==> src/hdl/dbm_pkg.sv <==
/*
 * Package for the dual-bridge motor control logic: timing constants, drive codes and the
 * per-terminal drive state encoding.
 * Assumes a 25 MHz system clock; all delays are derived from it here.
 */
package dbm_pkg;
	localparam int unsigned CLK_HZ              = 25_000_000;
	// Times in their own units as specified.
	localparam int unsigned IDLE_SLEEP_DELAY_US = 1000;  // 1 ms standby interval
	localparam int unsigned FILTER_TIME_NS      = 2000;  // 2 us overcurrent filter
	localparam int unsigned BLANK_TIME_US       = 2000;  // 2 ms retry blanking
	// Derived cycle counts: least times round up.
	localparam int unsigned IDLE_SLEEP_CYC =
		(IDLE_SLEEP_DELAY_US * (CLK_HZ / 1_000_000));
	localparam int unsigned FILTER_CYC     =
		(FILTER_TIME_NS * (CLK_HZ / 1_000_000) + 999) / 1000;
	localparam int unsigned BLANK_CYC      =
		(BLANK_TIME_US * (CLK_HZ / 1_000_000));
	localparam int unsigned CNT_W          = 16;

	// Drive state of one terminal: source on, sink on, or off.
	typedef enum logic [1:0] {
		DBM_OFF,
		DBM_HIGH,
		DBM_LOW
	} dbm_drive_e;

	// Input pair codes {ctrl_p, ctrl_n}.
	localparam logic [1:0] CODE_COAST   = 2'h0;
	localparam logic [1:0] CODE_REVERSE = 2'h1;
	localparam logic [1:0] CODE_FORWARD = 2'h2;
	localparam logic [1:0] CODE_BRAKE   = 2'h3;
endpackage : dbm_pkg

==> src/hdl/dbm_top.sv <==
/*
 * Control logic of a dual full-bridge motor driver: decodes the four host inputs into
 * terminal drive states, with per-bridge overcurrent guards, thermal shutdown with
 * hysteresis, undervoltage lockout and idle sleep.
 * Assumes all inputs are asynchronous pins from the host or analog comparators; the
 * thermal comparator reports the hysteresis itself via a separate recovery flag.
 */
`timescale 1ns/1ps

// What this block does
// RQ1: Each bridge drives forward on 1,0, reverse on 0,1, both sinks on 1,1 and off on 0,0.
// RQ2: Fast and slow decay under external PWM come from the host alternating with 0,0 or 1,1.
// RQ3: The host steps a stepper through the full-step or eight-code half-step sequences.
// RQ4: For paralleled operation the host drives both bridges with identical codes.
// RQ5: All four inputs low for longer than the standby delay puts the block to sleep, outputs off.
// RQ6: Source current above the limit for longer than the filter time raises a fault.
// RQ7: Sink drain-source voltage above threshold for longer than the filter time raises a fault.
// RQ8: A fault turns off both halves of the affected bridge only.
// RQ9: After a fault the bridge ignores its commands for the blanking period, then retries.
// RQ10: Each bridge has its own fault detection, disable and retry state.
// RQ11: Over-temperature disables all outputs until the temperature falls by the hysteresis.
// RQ12: While undervoltage is flagged all outputs stay off regardless of inputs.
// RQ13: Any input going high wakes the block and normal decoding resumes.
module dbm_top
	import dbm_pkg::*;
#(
	parameter int unsigned IDLE_CYC  = dbm_pkg::IDLE_SLEEP_CYC,
	parameter int unsigned FILT_CYC  = dbm_pkg::FILTER_CYC,
	parameter int unsigned BLNK_CYC  = dbm_pkg::BLANK_CYC
) (
	input  wire logic              clock,             // 25 MHz clock
	input  wire logic              reset_n,           // async active-low reset
	input  wire logic              bridge_a_ctrl_p,   // bridge A input, positive
	input  wire logic              bridge_a_ctrl_n,   // bridge A input, negative
	input  wire logic              bridge_b_ctrl_p,   // bridge B input, positive
	input  wire logic              bridge_b_ctrl_n,   // bridge B input, negative
	input  wire logic              a_src_over,        // bridge A source overcurrent
	input  wire logic              a_snk_over,        // bridge A sink Vds over threshold
	input  wire logic              b_src_over,        // bridge B source overcurrent
	input  wire logic              b_snk_over,        // bridge B sink Vds over threshold
	input  wire logic              overheat_trip,     // die reached overheat_trip_point
	input  wire logic              overheat_clear,    // die below trip minus hysteresis
	input  wire logic              supply_low,        // supply undervoltage flag
	output dbm_pkg::dbm_drive_e    bridge_a_term_p,   // terminal drive A+
	output dbm_pkg::dbm_drive_e    bridge_a_term_n,   // terminal drive A-
	output dbm_pkg::dbm_drive_e    bridge_b_term_p,   // terminal drive B+
	output dbm_pkg::dbm_drive_e    bridge_b_term_n,   // terminal drive B-
	output logic                   asleep,            // sleep state, circuitry off
	output logic                   a_fault,           // bridge A blanked after fault
	output logic                   b_fault,           // bridge B blanked after fault
	output logic                   overheat           // thermal shutdown active
);
	import dbm_pkg::*;

	localparam int NIN = 11;

	typedef struct packed {
		logic [CNT_W-1:0] idle_cnt;
		logic             sleep;
		logic             hot;
		dbm_drive_e       a_p;
		dbm_drive_e       a_n;
		dbm_drive_e       b_p;
		dbm_drive_e       b_n;
		logic             a_flt;
		logic             b_flt;
	} dbm_top_s;

	dbm_top_s       st_ff;
	dbm_top_s       nxt_st;
	logic [1:0]     rst_sync_ff;
	logic           rst_n;
	logic [NIN-1:0] raw_in;
	logic [NIN-1:0] syn;
	logic [1:0]     code_a;
	logic [1:0]     code_b;
	logic           a_blank;
	logic           b_blank;
	logic           a_src_on;
	logic           b_src_on;
	logic           any_high;
	logic           kill_all;

	// The reset flops stay outside the state struct because they alone run on the raw
	// reset; sharing one variable between two reset domains would give it two drivers.
	always_ff @(posedge clock or negedge reset_n) begin
		if (!reset_n) begin
			rst_sync_ff <= '0;
		end else begin
			rst_sync_ff <= {rst_sync_ff[0], 1'b1};
		end
	end
	assign rst_n = rst_sync_ff[1];

	assign raw_in = {bridge_a_ctrl_p, bridge_a_ctrl_n, bridge_b_ctrl_p, bridge_b_ctrl_n,
		a_src_over, a_snk_over, b_src_over, b_snk_over,
		overheat_trip, overheat_clear, supply_low};

	dbm_sync #(
		.W (NIN)
	) u_sync (
		.clock (clock),
		.rst_n (rst_n),
		.d     (raw_in),
		.q     (syn)
	);

	assign code_a   = syn[10:9];
	assign code_b   = syn[8:7];
	assign any_high = |syn[10:7];
	// Source monitoring only matters once the driver is actually on.
	assign a_src_on = (st_ff.a_p == DBM_HIGH) || (st_ff.a_n == DBM_HIGH);  // [RQ6]
	assign b_src_on = (st_ff.b_p == DBM_HIGH) || (st_ff.b_n == DBM_HIGH);  // [RQ6]

	// One guard per bridge keeps fault state fully independent. [RQ10]
	dbm_guard #(
		.FILTER (FILT_CYC),
		.BLANK  (BLNK_CYC)
	) u_guard_a (
		.clock    (clock),
		.rst_n    (rst_n),
		.src_on   (a_src_on),
		.src_over (syn[6]),
		.snk_over (syn[5]),
		.blanked  (a_blank)
	);

	dbm_guard #(
		.FILTER (FILT_CYC),
		.BLANK  (BLNK_CYC)
	) u_guard_b (
		.clock    (clock),
		.rst_n    (rst_n),
		.src_on   (b_src_on),
		.src_over (syn[4]),
		.snk_over (syn[3]),
		.blanked  (b_blank)
	);

	function automatic logic [3:0] decode(input logic [1:0] code);
		logic [3:0] r;
		r = {DBM_OFF, DBM_OFF};
		case (code)
			CODE_FORWARD: r = {DBM_HIGH, DBM_LOW};  // [RQ1]
			CODE_REVERSE: r = {DBM_LOW, DBM_HIGH};  // [RQ1]
			CODE_BRAKE:   r = {DBM_LOW, DBM_LOW};   // [RQ1] [RQ2]
			CODE_COAST:   r = {DBM_OFF, DBM_OFF};   // [RQ1] [RQ2]
			default:      r = {DBM_OFF, DBM_OFF};
		endcase
		return r;
	endfunction : decode

	always_comb begin
		logic [3:0] da;
		logic [3:0] db;
		da     = decode(code_a);  // [RQ4]
		db     = decode(code_b);  // [RQ4]
		nxt_st = st_ff;

		// Idle timer: counts while all inputs are low, waking on any high input.
		if (any_high) begin
			nxt_st.idle_cnt = '0;
			nxt_st.sleep    = 1'b0;  // [RQ13]
		end else if (!st_ff.sleep) begin
			if (st_ff.idle_cnt == CNT_W'(IDLE_CYC)) begin
				nxt_st.sleep    = 1'b1;  // [RQ5]
				nxt_st.idle_cnt = '0;
			end else begin
				nxt_st.idle_cnt = st_ff.idle_cnt + 1'b1;
			end
		end

		// Trip wins over recovery so a hot die never re-enables.
		if (syn[2]) begin
			nxt_st.hot = 1'b1;  // [RQ11]
		end else if (syn[1]) begin
			nxt_st.hot = 1'b0;  // [RQ11]
		end

		kill_all = st_ff.sleep || st_ff.hot || syn[0] || syn[2];  // [RQ5] [RQ11] [RQ12]

		if (kill_all || a_blank) begin
			nxt_st.a_p = DBM_OFF;  // [RQ8] [RQ9]
			nxt_st.a_n = DBM_OFF;
		end else begin
			nxt_st.a_p = dbm_drive_e'(da[3:2]);
			nxt_st.a_n = dbm_drive_e'(da[1:0]);
		end
		if (kill_all || b_blank) begin
			nxt_st.b_p = DBM_OFF;  // [RQ8] [RQ9]
			nxt_st.b_n = DBM_OFF;
		end else begin
			nxt_st.b_p = dbm_drive_e'(db[3:2]);
			nxt_st.b_n = dbm_drive_e'(db[1:0]);
		end
		nxt_st.a_flt = a_blank;
		nxt_st.b_flt = b_blank;
	end

	always_ff @(posedge clock or negedge rst_n) begin
		if (!rst_n) begin
			st_ff.idle_cnt <= '0;
			st_ff.sleep    <= 1'b0;
			st_ff.hot      <= 1'b0;
			st_ff.a_p      <= DBM_OFF;
			st_ff.a_n      <= DBM_OFF;
			st_ff.b_p      <= DBM_OFF;
			st_ff.b_n      <= DBM_OFF;
			st_ff.a_flt    <= 1'b0;
			st_ff.b_flt    <= 1'b0;
		end else begin
			st_ff.idle_cnt <= nxt_st.idle_cnt;
			st_ff.sleep    <= nxt_st.sleep;
			st_ff.hot      <= nxt_st.hot;
			st_ff.a_p      <= nxt_st.a_p;
			st_ff.a_n      <= nxt_st.a_n;
			st_ff.b_p      <= nxt_st.b_p;
			st_ff.b_n      <= nxt_st.b_n;
			st_ff.a_flt    <= nxt_st.a_flt;
			st_ff.b_flt    <= nxt_st.b_flt;
		end
	end

	assign bridge_a_term_p = st_ff.a_p;
	assign bridge_a_term_n = st_ff.a_n;
	assign bridge_b_term_p = st_ff.b_p;
	assign bridge_b_term_n = st_ff.b_n;
	assign asleep          = st_ff.sleep;
	assign a_fault         = st_ff.a_flt;
	assign b_fault         = st_ff.b_flt;
	assign overheat        = st_ff.hot;
endmodule : dbm_top

==> src/hdl/dbm_sync.sv <==
/*
 * Two-flop synchroniser for a vector of asynchronous inputs.
 * Assumes the inputs are quasi-static levels; the first stage feeds only the second.
 */
`timescale 1ns/1ps
module dbm_sync #(
	parameter int W = 1
) (
	input  wire logic         clock,   // system clock
	input  wire logic         rst_n,   // synchronised reset
	input  wire logic [W-1:0] d,       // asynchronous input
	output logic      [W-1:0] q        // synchronised output
);
	typedef struct packed {
		logic [W-1:0] meta;
		logic [W-1:0] sync;
	} dbm_sync_s;

	dbm_sync_s st_ff;
	dbm_sync_s nxt_st;

	always_comb begin
		nxt_st      = st_ff;
		nxt_st.meta = d;
		nxt_st.sync = st_ff.meta;
	end

	always_ff @(posedge clock or negedge rst_n) begin
		if (!rst_n) begin
			st_ff <= '0;
		end else begin
			st_ff <= nxt_st;
		end
	end

	assign q = st_ff.sync;
endmodule : dbm_sync

==> src/hdl/dbm_guard.sv <==
/*
 * Per-bridge overcurrent guard: filters the source and sink fault comparators, then
 * holds the bridge off for the blanking period before allowing a retry.
 * Assumes comparator inputs are already synchronised to the clock.
 */
`timescale 1ns/1ps
module dbm_guard
	import dbm_pkg::*;
#(
	parameter int unsigned FILTER = dbm_pkg::FILTER_CYC,
	parameter int unsigned BLANK  = dbm_pkg::BLANK_CYC
) (
	input  wire logic clock,     // system clock
	input  wire logic rst_n,     // synchronised reset
	input  wire logic src_on,    // a source driver of this bridge is on
	input  wire logic src_over,  // source current above limit
	input  wire logic snk_over,  // sink drain-source voltage above threshold
	output logic      blanked    // bridge held off, commands ignored
);
	typedef struct packed {
		logic [dbm_pkg::CNT_W-1:0] filt;
		logic [dbm_pkg::CNT_W-1:0] blank;
		logic                      active;
	} dbm_guard_s;

	dbm_guard_s st_ff;
	dbm_guard_s nxt_st;
	logic       over;

	always_comb begin
		over   = (src_on && src_over) || snk_over;  // [RQ6] [RQ7]
		nxt_st = st_ff;
		if (st_ff.active) begin
			nxt_st.filt = '0;
			if (st_ff.blank == dbm_pkg::CNT_W'(BLANK - 1)) begin
				nxt_st.active = 1'b0;  // [RQ9]
				nxt_st.blank  = '0;
			end else begin
				nxt_st.blank = st_ff.blank + 1'b1;
			end
		end else if (over) begin
			if (st_ff.filt == dbm_pkg::CNT_W'(FILTER - 1)) begin
				nxt_st.active = 1'b1;  // [RQ6] [RQ7] [RQ8]
				nxt_st.filt   = '0;
			end else begin
				nxt_st.filt = st_ff.filt + 1'b1;
			end
		end else begin
			nxt_st.filt = '0;
		end
	end

	always_ff @(posedge clock or negedge rst_n) begin
		if (!rst_n) begin
			st_ff <= '0;
		end else begin
			st_ff <= nxt_st;
		end
	end

	assign blanked = st_ff.active;
endmodule : dbm_guard

==> config.mk <==
export PLATFORM = sky130hd
export DESIGN_NAME = dbm_top
export DESIGN_NICKNAME = d
export VERILOG_FILES = /design/src/hdl/dbm_pkg.sv /design/src/hdl/dbm_top.sv /design/src/hdl/dbm_sync.sv /design/src/hdl/dbm_guard.sv
export SDC_FILE = /design/constraint.sdc
export NUM_CORES = 1
export LEC_CHECK = 0
export BUFFER_PORTS_ARGS = -buffer_cell sky130_fd_sc_hd__buf_2
export CAP_MARGIN = 20
export CELL_PAD_IN_SITES_DETAIL_PLACEMENT = 0
export CELL_PAD_IN_SITES_GLOBAL_PLACEMENT = 1
export CORE_MARGIN = 8
export CORE_UTILIZATION = 35
export DETAILED_ROUTE_END_ITERATION = 16
export GPL_ROUTABILITY_DRIVEN = 0
export PLACE_DENSITY = 0.6
export SETUP_SLACK_MARGIN = 0.2
export SYNTH_ARGS = -nofsm -noshare
export SYNTH_HDL_FRONTEND = slang
export SYNTH_SLANG_ARGS = --single-unit
==> constraint.sdc <==
create_clock -name clock -period 3.3 [get_ports clock]
set_input_delay 0.66 -clock clock [delete_from_list [all_inputs] [get_ports clock]]
set_output_delay 0.66 -clock clock [all_outputs]
set_load 0.02 [all_outputs]
==> key figures <==
Outcome
  • Status: completed

Pwr
  • Psw: 0.800 mW
  • Register share of total power: 43.8%
  • Power density over the cells: 542 mW/mm^2
  • Sw Share: 23.3%
  • P_leak: 2.69 nW
  • Max rail drop VDD: 0.000358 V
  • Clock Power Share: 54.0%
  • Combinational power share: 2.1%
  • Int Pwr: 2.63 mW

Timing
  • Max-slew violations: 0
  • Least-Margin Pin Slew: 0.976 ns
  • Fin crit period: 2.15 ns
  • Rel. slew slack: 34.1%
  • Clock skew: 0.00565 ns
  • Fmax: 466 MHz
  • Sum Neg Setup Slack: 0 ns
  • Final hold vios: 0
  • RSZ-0062 raised after global routing: no
  • Final setup viols: 0
  • Final period util: 65.0%

Clocking
  • Hold Buf Count CTS: 1
  • CTS HTree Levels: 4
  • CTS max path bufs: 2
  • Post-CTS Setup Repair Bufs: 0
  • Clk Latency, worst-skew pair: 0.41 ns
  • Cts bufs inserted: 17
  • Root buf cell: clkbuf_16
  • PostCTS Resize Cnt: 0
  • CTS tree: done
  • Clock slew at reported path FFs: 0.06 ns
  • Clock sinks: 118

Yosys
  • EDFF count, synth: 0
  • Syn Std Cell Area: 0.00542 sq mm
  • Yosys reg bits: 118
  • Sequential fraction of the synthesis area: 54.5%
  • Yosys cell types: 49
  • Top FF cell, synth: dfrtp_1
  • Post-synthesis area per instance: 10.5 sq um
  • Ys async rst share: 100%
  • Yosys warns: 0
  • Syn Inst Count: 518
  • Post-synthesis net count: 539

Routing
  • DRT antenna net count: 0
  • Iter 0 DRT Violations: 259
  • DRC: 0
  • Vias/cell: 5.26
  • Total iterations of the first detailed-routing run: 5
  • Drt wl/cell: 15.0 um
  • Final WL: 11,200 um
  • Via count: 3,923

Floorplanning
  • Area of the core: 0.0151 sq mm
  • Die Y: 140 um
  • I/O pin count: 25
  • DIE AREA: 0.0197 sq mm
  • Die width: 140 um
  • Row cnt: 45
  • Effective utilization at floorplan: 35.8%

Final layout
  • Area Overhead vs Synth: 16.9%
  • Share of cells above drive strength 1: 12.9%
  • FF+latch area: 0.00296 sq mm
  • Fill count: 1,442
  • Util after Layout: 41.8%
  • Final #Nets: 566
  • Area of the multi-input gates: 0.00228 sq mm
  • N_diodes: 0

Critical path
  • Crit start category: register
  • CP Data Arrival Time: 2.48 ns
  • Worst r2r src: u_guard_a.st_ff[1]
  • FF-to-FF path depth: 5
  • CP Class: reg -> reg
  • CP endpoint kind: register
  • Peak fanout along the critical path: 12
  • R2R setup slack: 1.15 ns
  • CP Data Required Time: 3.63 ns
  • Worst r2r dst: u_guard_a.st_ff[9]

Global route
  • Total grt overflow: 0
  • Largest net degree at the start of global routing: 58
  • GR Util All Layers: 12.2%
  • First-pass GRT wire length: 19,300 um
  • Vias in the first global route: 3,958
  • Initial antenna violation count: 0

Hold path
  • WHS Path Cells: 0
  • WHS Endpoint: u_sync.q[6]
  • Worst Hold Class: reg -> reg
  • HP Start: u_sync.nxt_st[6]

Placement
  • PortBufs: 24
  • Hpwl dp: 7570 um

Flow run
  • Max Cap Viol: 0
[placed cells by master (no fill, tap or decap), drive strengths merged, types with 2 or more instances in the layout]
cell type	n
and3	7
and2	8
mux2i	3
dfrtp	118
clkinv	4
a41oi	6
xor2	23
or4	6
xnor2	15
o22ai	3
a21boi	2
a21oi	14
nor4bb	5
bufinv	2
a31oi	20
nor3	9
a21o	5
nor2	44
nor4	14
clkinvlp	2
a22o	2
and4	11
nand3b	3
o31ai	3
nand2	28
nand2b	9
nor2b	5
nand4	28
buf	31
nand3	33
o2bb2ai	2
inv	26
nor4b	2
o211ai	2
nor3b	4
or3	7
o21ai	17
ha	8
clkbuf	17
[area by class of cell]
class | instances | area share, %
flip-flops and latches | 118 | 46.7
multi-input cells | 357 | 36.1
clock buffers | 17 | 6.71
well taps | 188 | 3.71
repair buffers | 32 | 3.08
clock inverters | 15 | 2.67
inverters | 19 | 1.13
[routing by layer]
metal,wire (um),vias to the layer above,global-route usage (%),part of all wire (%)
li1,-,1942,-,-
met1,5390,1905,15.4,48
met2,5200,58,18.9,46
met3,406,18,3.60,3.6
met4,230,0,5.71,2.0
met5,0,-,0,0
[critical path: stages (launching register included)]
cell and delay [ns]:
dfrtp_1 0.42, ha_1 0.26, and3_1 0.16, a41oi_1 0.81, o21ai_0 0.21, a31oi_1 0.21
[through the flow]
step	hold slack (ns)	setup WS (ns)	instances	total power, mW	area (sq um)
2_1_floorplan	0.331	1.33	518	1.57	5420
3_3_place_gp	0.332	1.27	713	1.61	5730
3_5_place_dp	0.336	1.20	713	1.61	5730
4_1_cts	0.328	1.17	746	3.48	6340
5_1_grt	0.328	1.00	746	3.55	6340
6_report	0.346	1.15	746	3.43	6340
[worst max path at each step]
stage	to	startpoint
6_report	u_guard_a.st_ff[9]	u_guard_a.st_ff[1]
5_1_grt	st_ff[23]	st_ff[12]
4_1_cts	u_guard_a.st_ff[9]	u_guard_a.st_ff[1]
3_5_place_dp	st_ff[17]	st_ff[12]
3_3_place_gp	st_ff[17]	st_ff[12]
2_1_floorplan	a_fault	rst_sync_ff[1]
[Yosys cell counts (all sizes together) (3+ instances only)]
cell type  instances  share of area (%)
a41oi              6               0.97
nor3               9               0.83
nand2             28                1.9
or3                7               0.81
xor2              23                3.7
o21ai             17                1.6
clkbuf            15                1.0
nor2              44                3.0
nor4bb             5               0.92
and3               7               0.81
nor4              14                1.7
a21o               5               0.69
nand3b             3               0.42
o22ai              3               0.35
o31ai              3               0.42
nand4             28                3.2
a21oi             14                1.3
and2               8               0.92
nand2b             9                1.0
or4                6               0.97
nor2b              5               0.58
buf                9                1.3
and4              11                1.8
xnor2             15                2.4
dfrtp            118                 54
inv               19                1.3
nand3             33                3.0
nor3b              4               0.55
mux2i              3               0.55
ha                 8                1.8
a31oi             20                2.3
[sequential cells by signal, summed over array words and instances, names as in the netlist, 11 cells and up]
name / count
u_guard_a.st_ff: 32
u_guard_b.st_ff: 32
st_ff: 16
u_sync.nxt_st: 11
u_sync.q: 11
[logic make-up after synthesis]
logic type | share of synthesized area (%)
xor gates and xnor gates | 6.14
AOI/OAI and AO/OA | 9.58
buffers and inverters | 3.67
adders and majority gates | 1.85
muxes | 0.554
and+or+nand+nor | 23.7
DFF | 54.5
other | 0.0692
[power by group through the flow]
| stage | Sequential (mW) | Clock [mW] | Combinational, mW |
|---|---|---|---|
| floorplan | 1.53 | 0 | 0.0357 |
| global route | 1.51 | 1.96 | 0.0842 |
| detailed placement | 1.53 | 0 | 0.0744 |
| CTS | 1.51 | 1.90 | 0.0757 |
| finish | 1.50 | 1.85 | 0.0729 |
| global placement | 1.53 | 0 | 0.0738 |
Power figures use the tool's default switching activity.
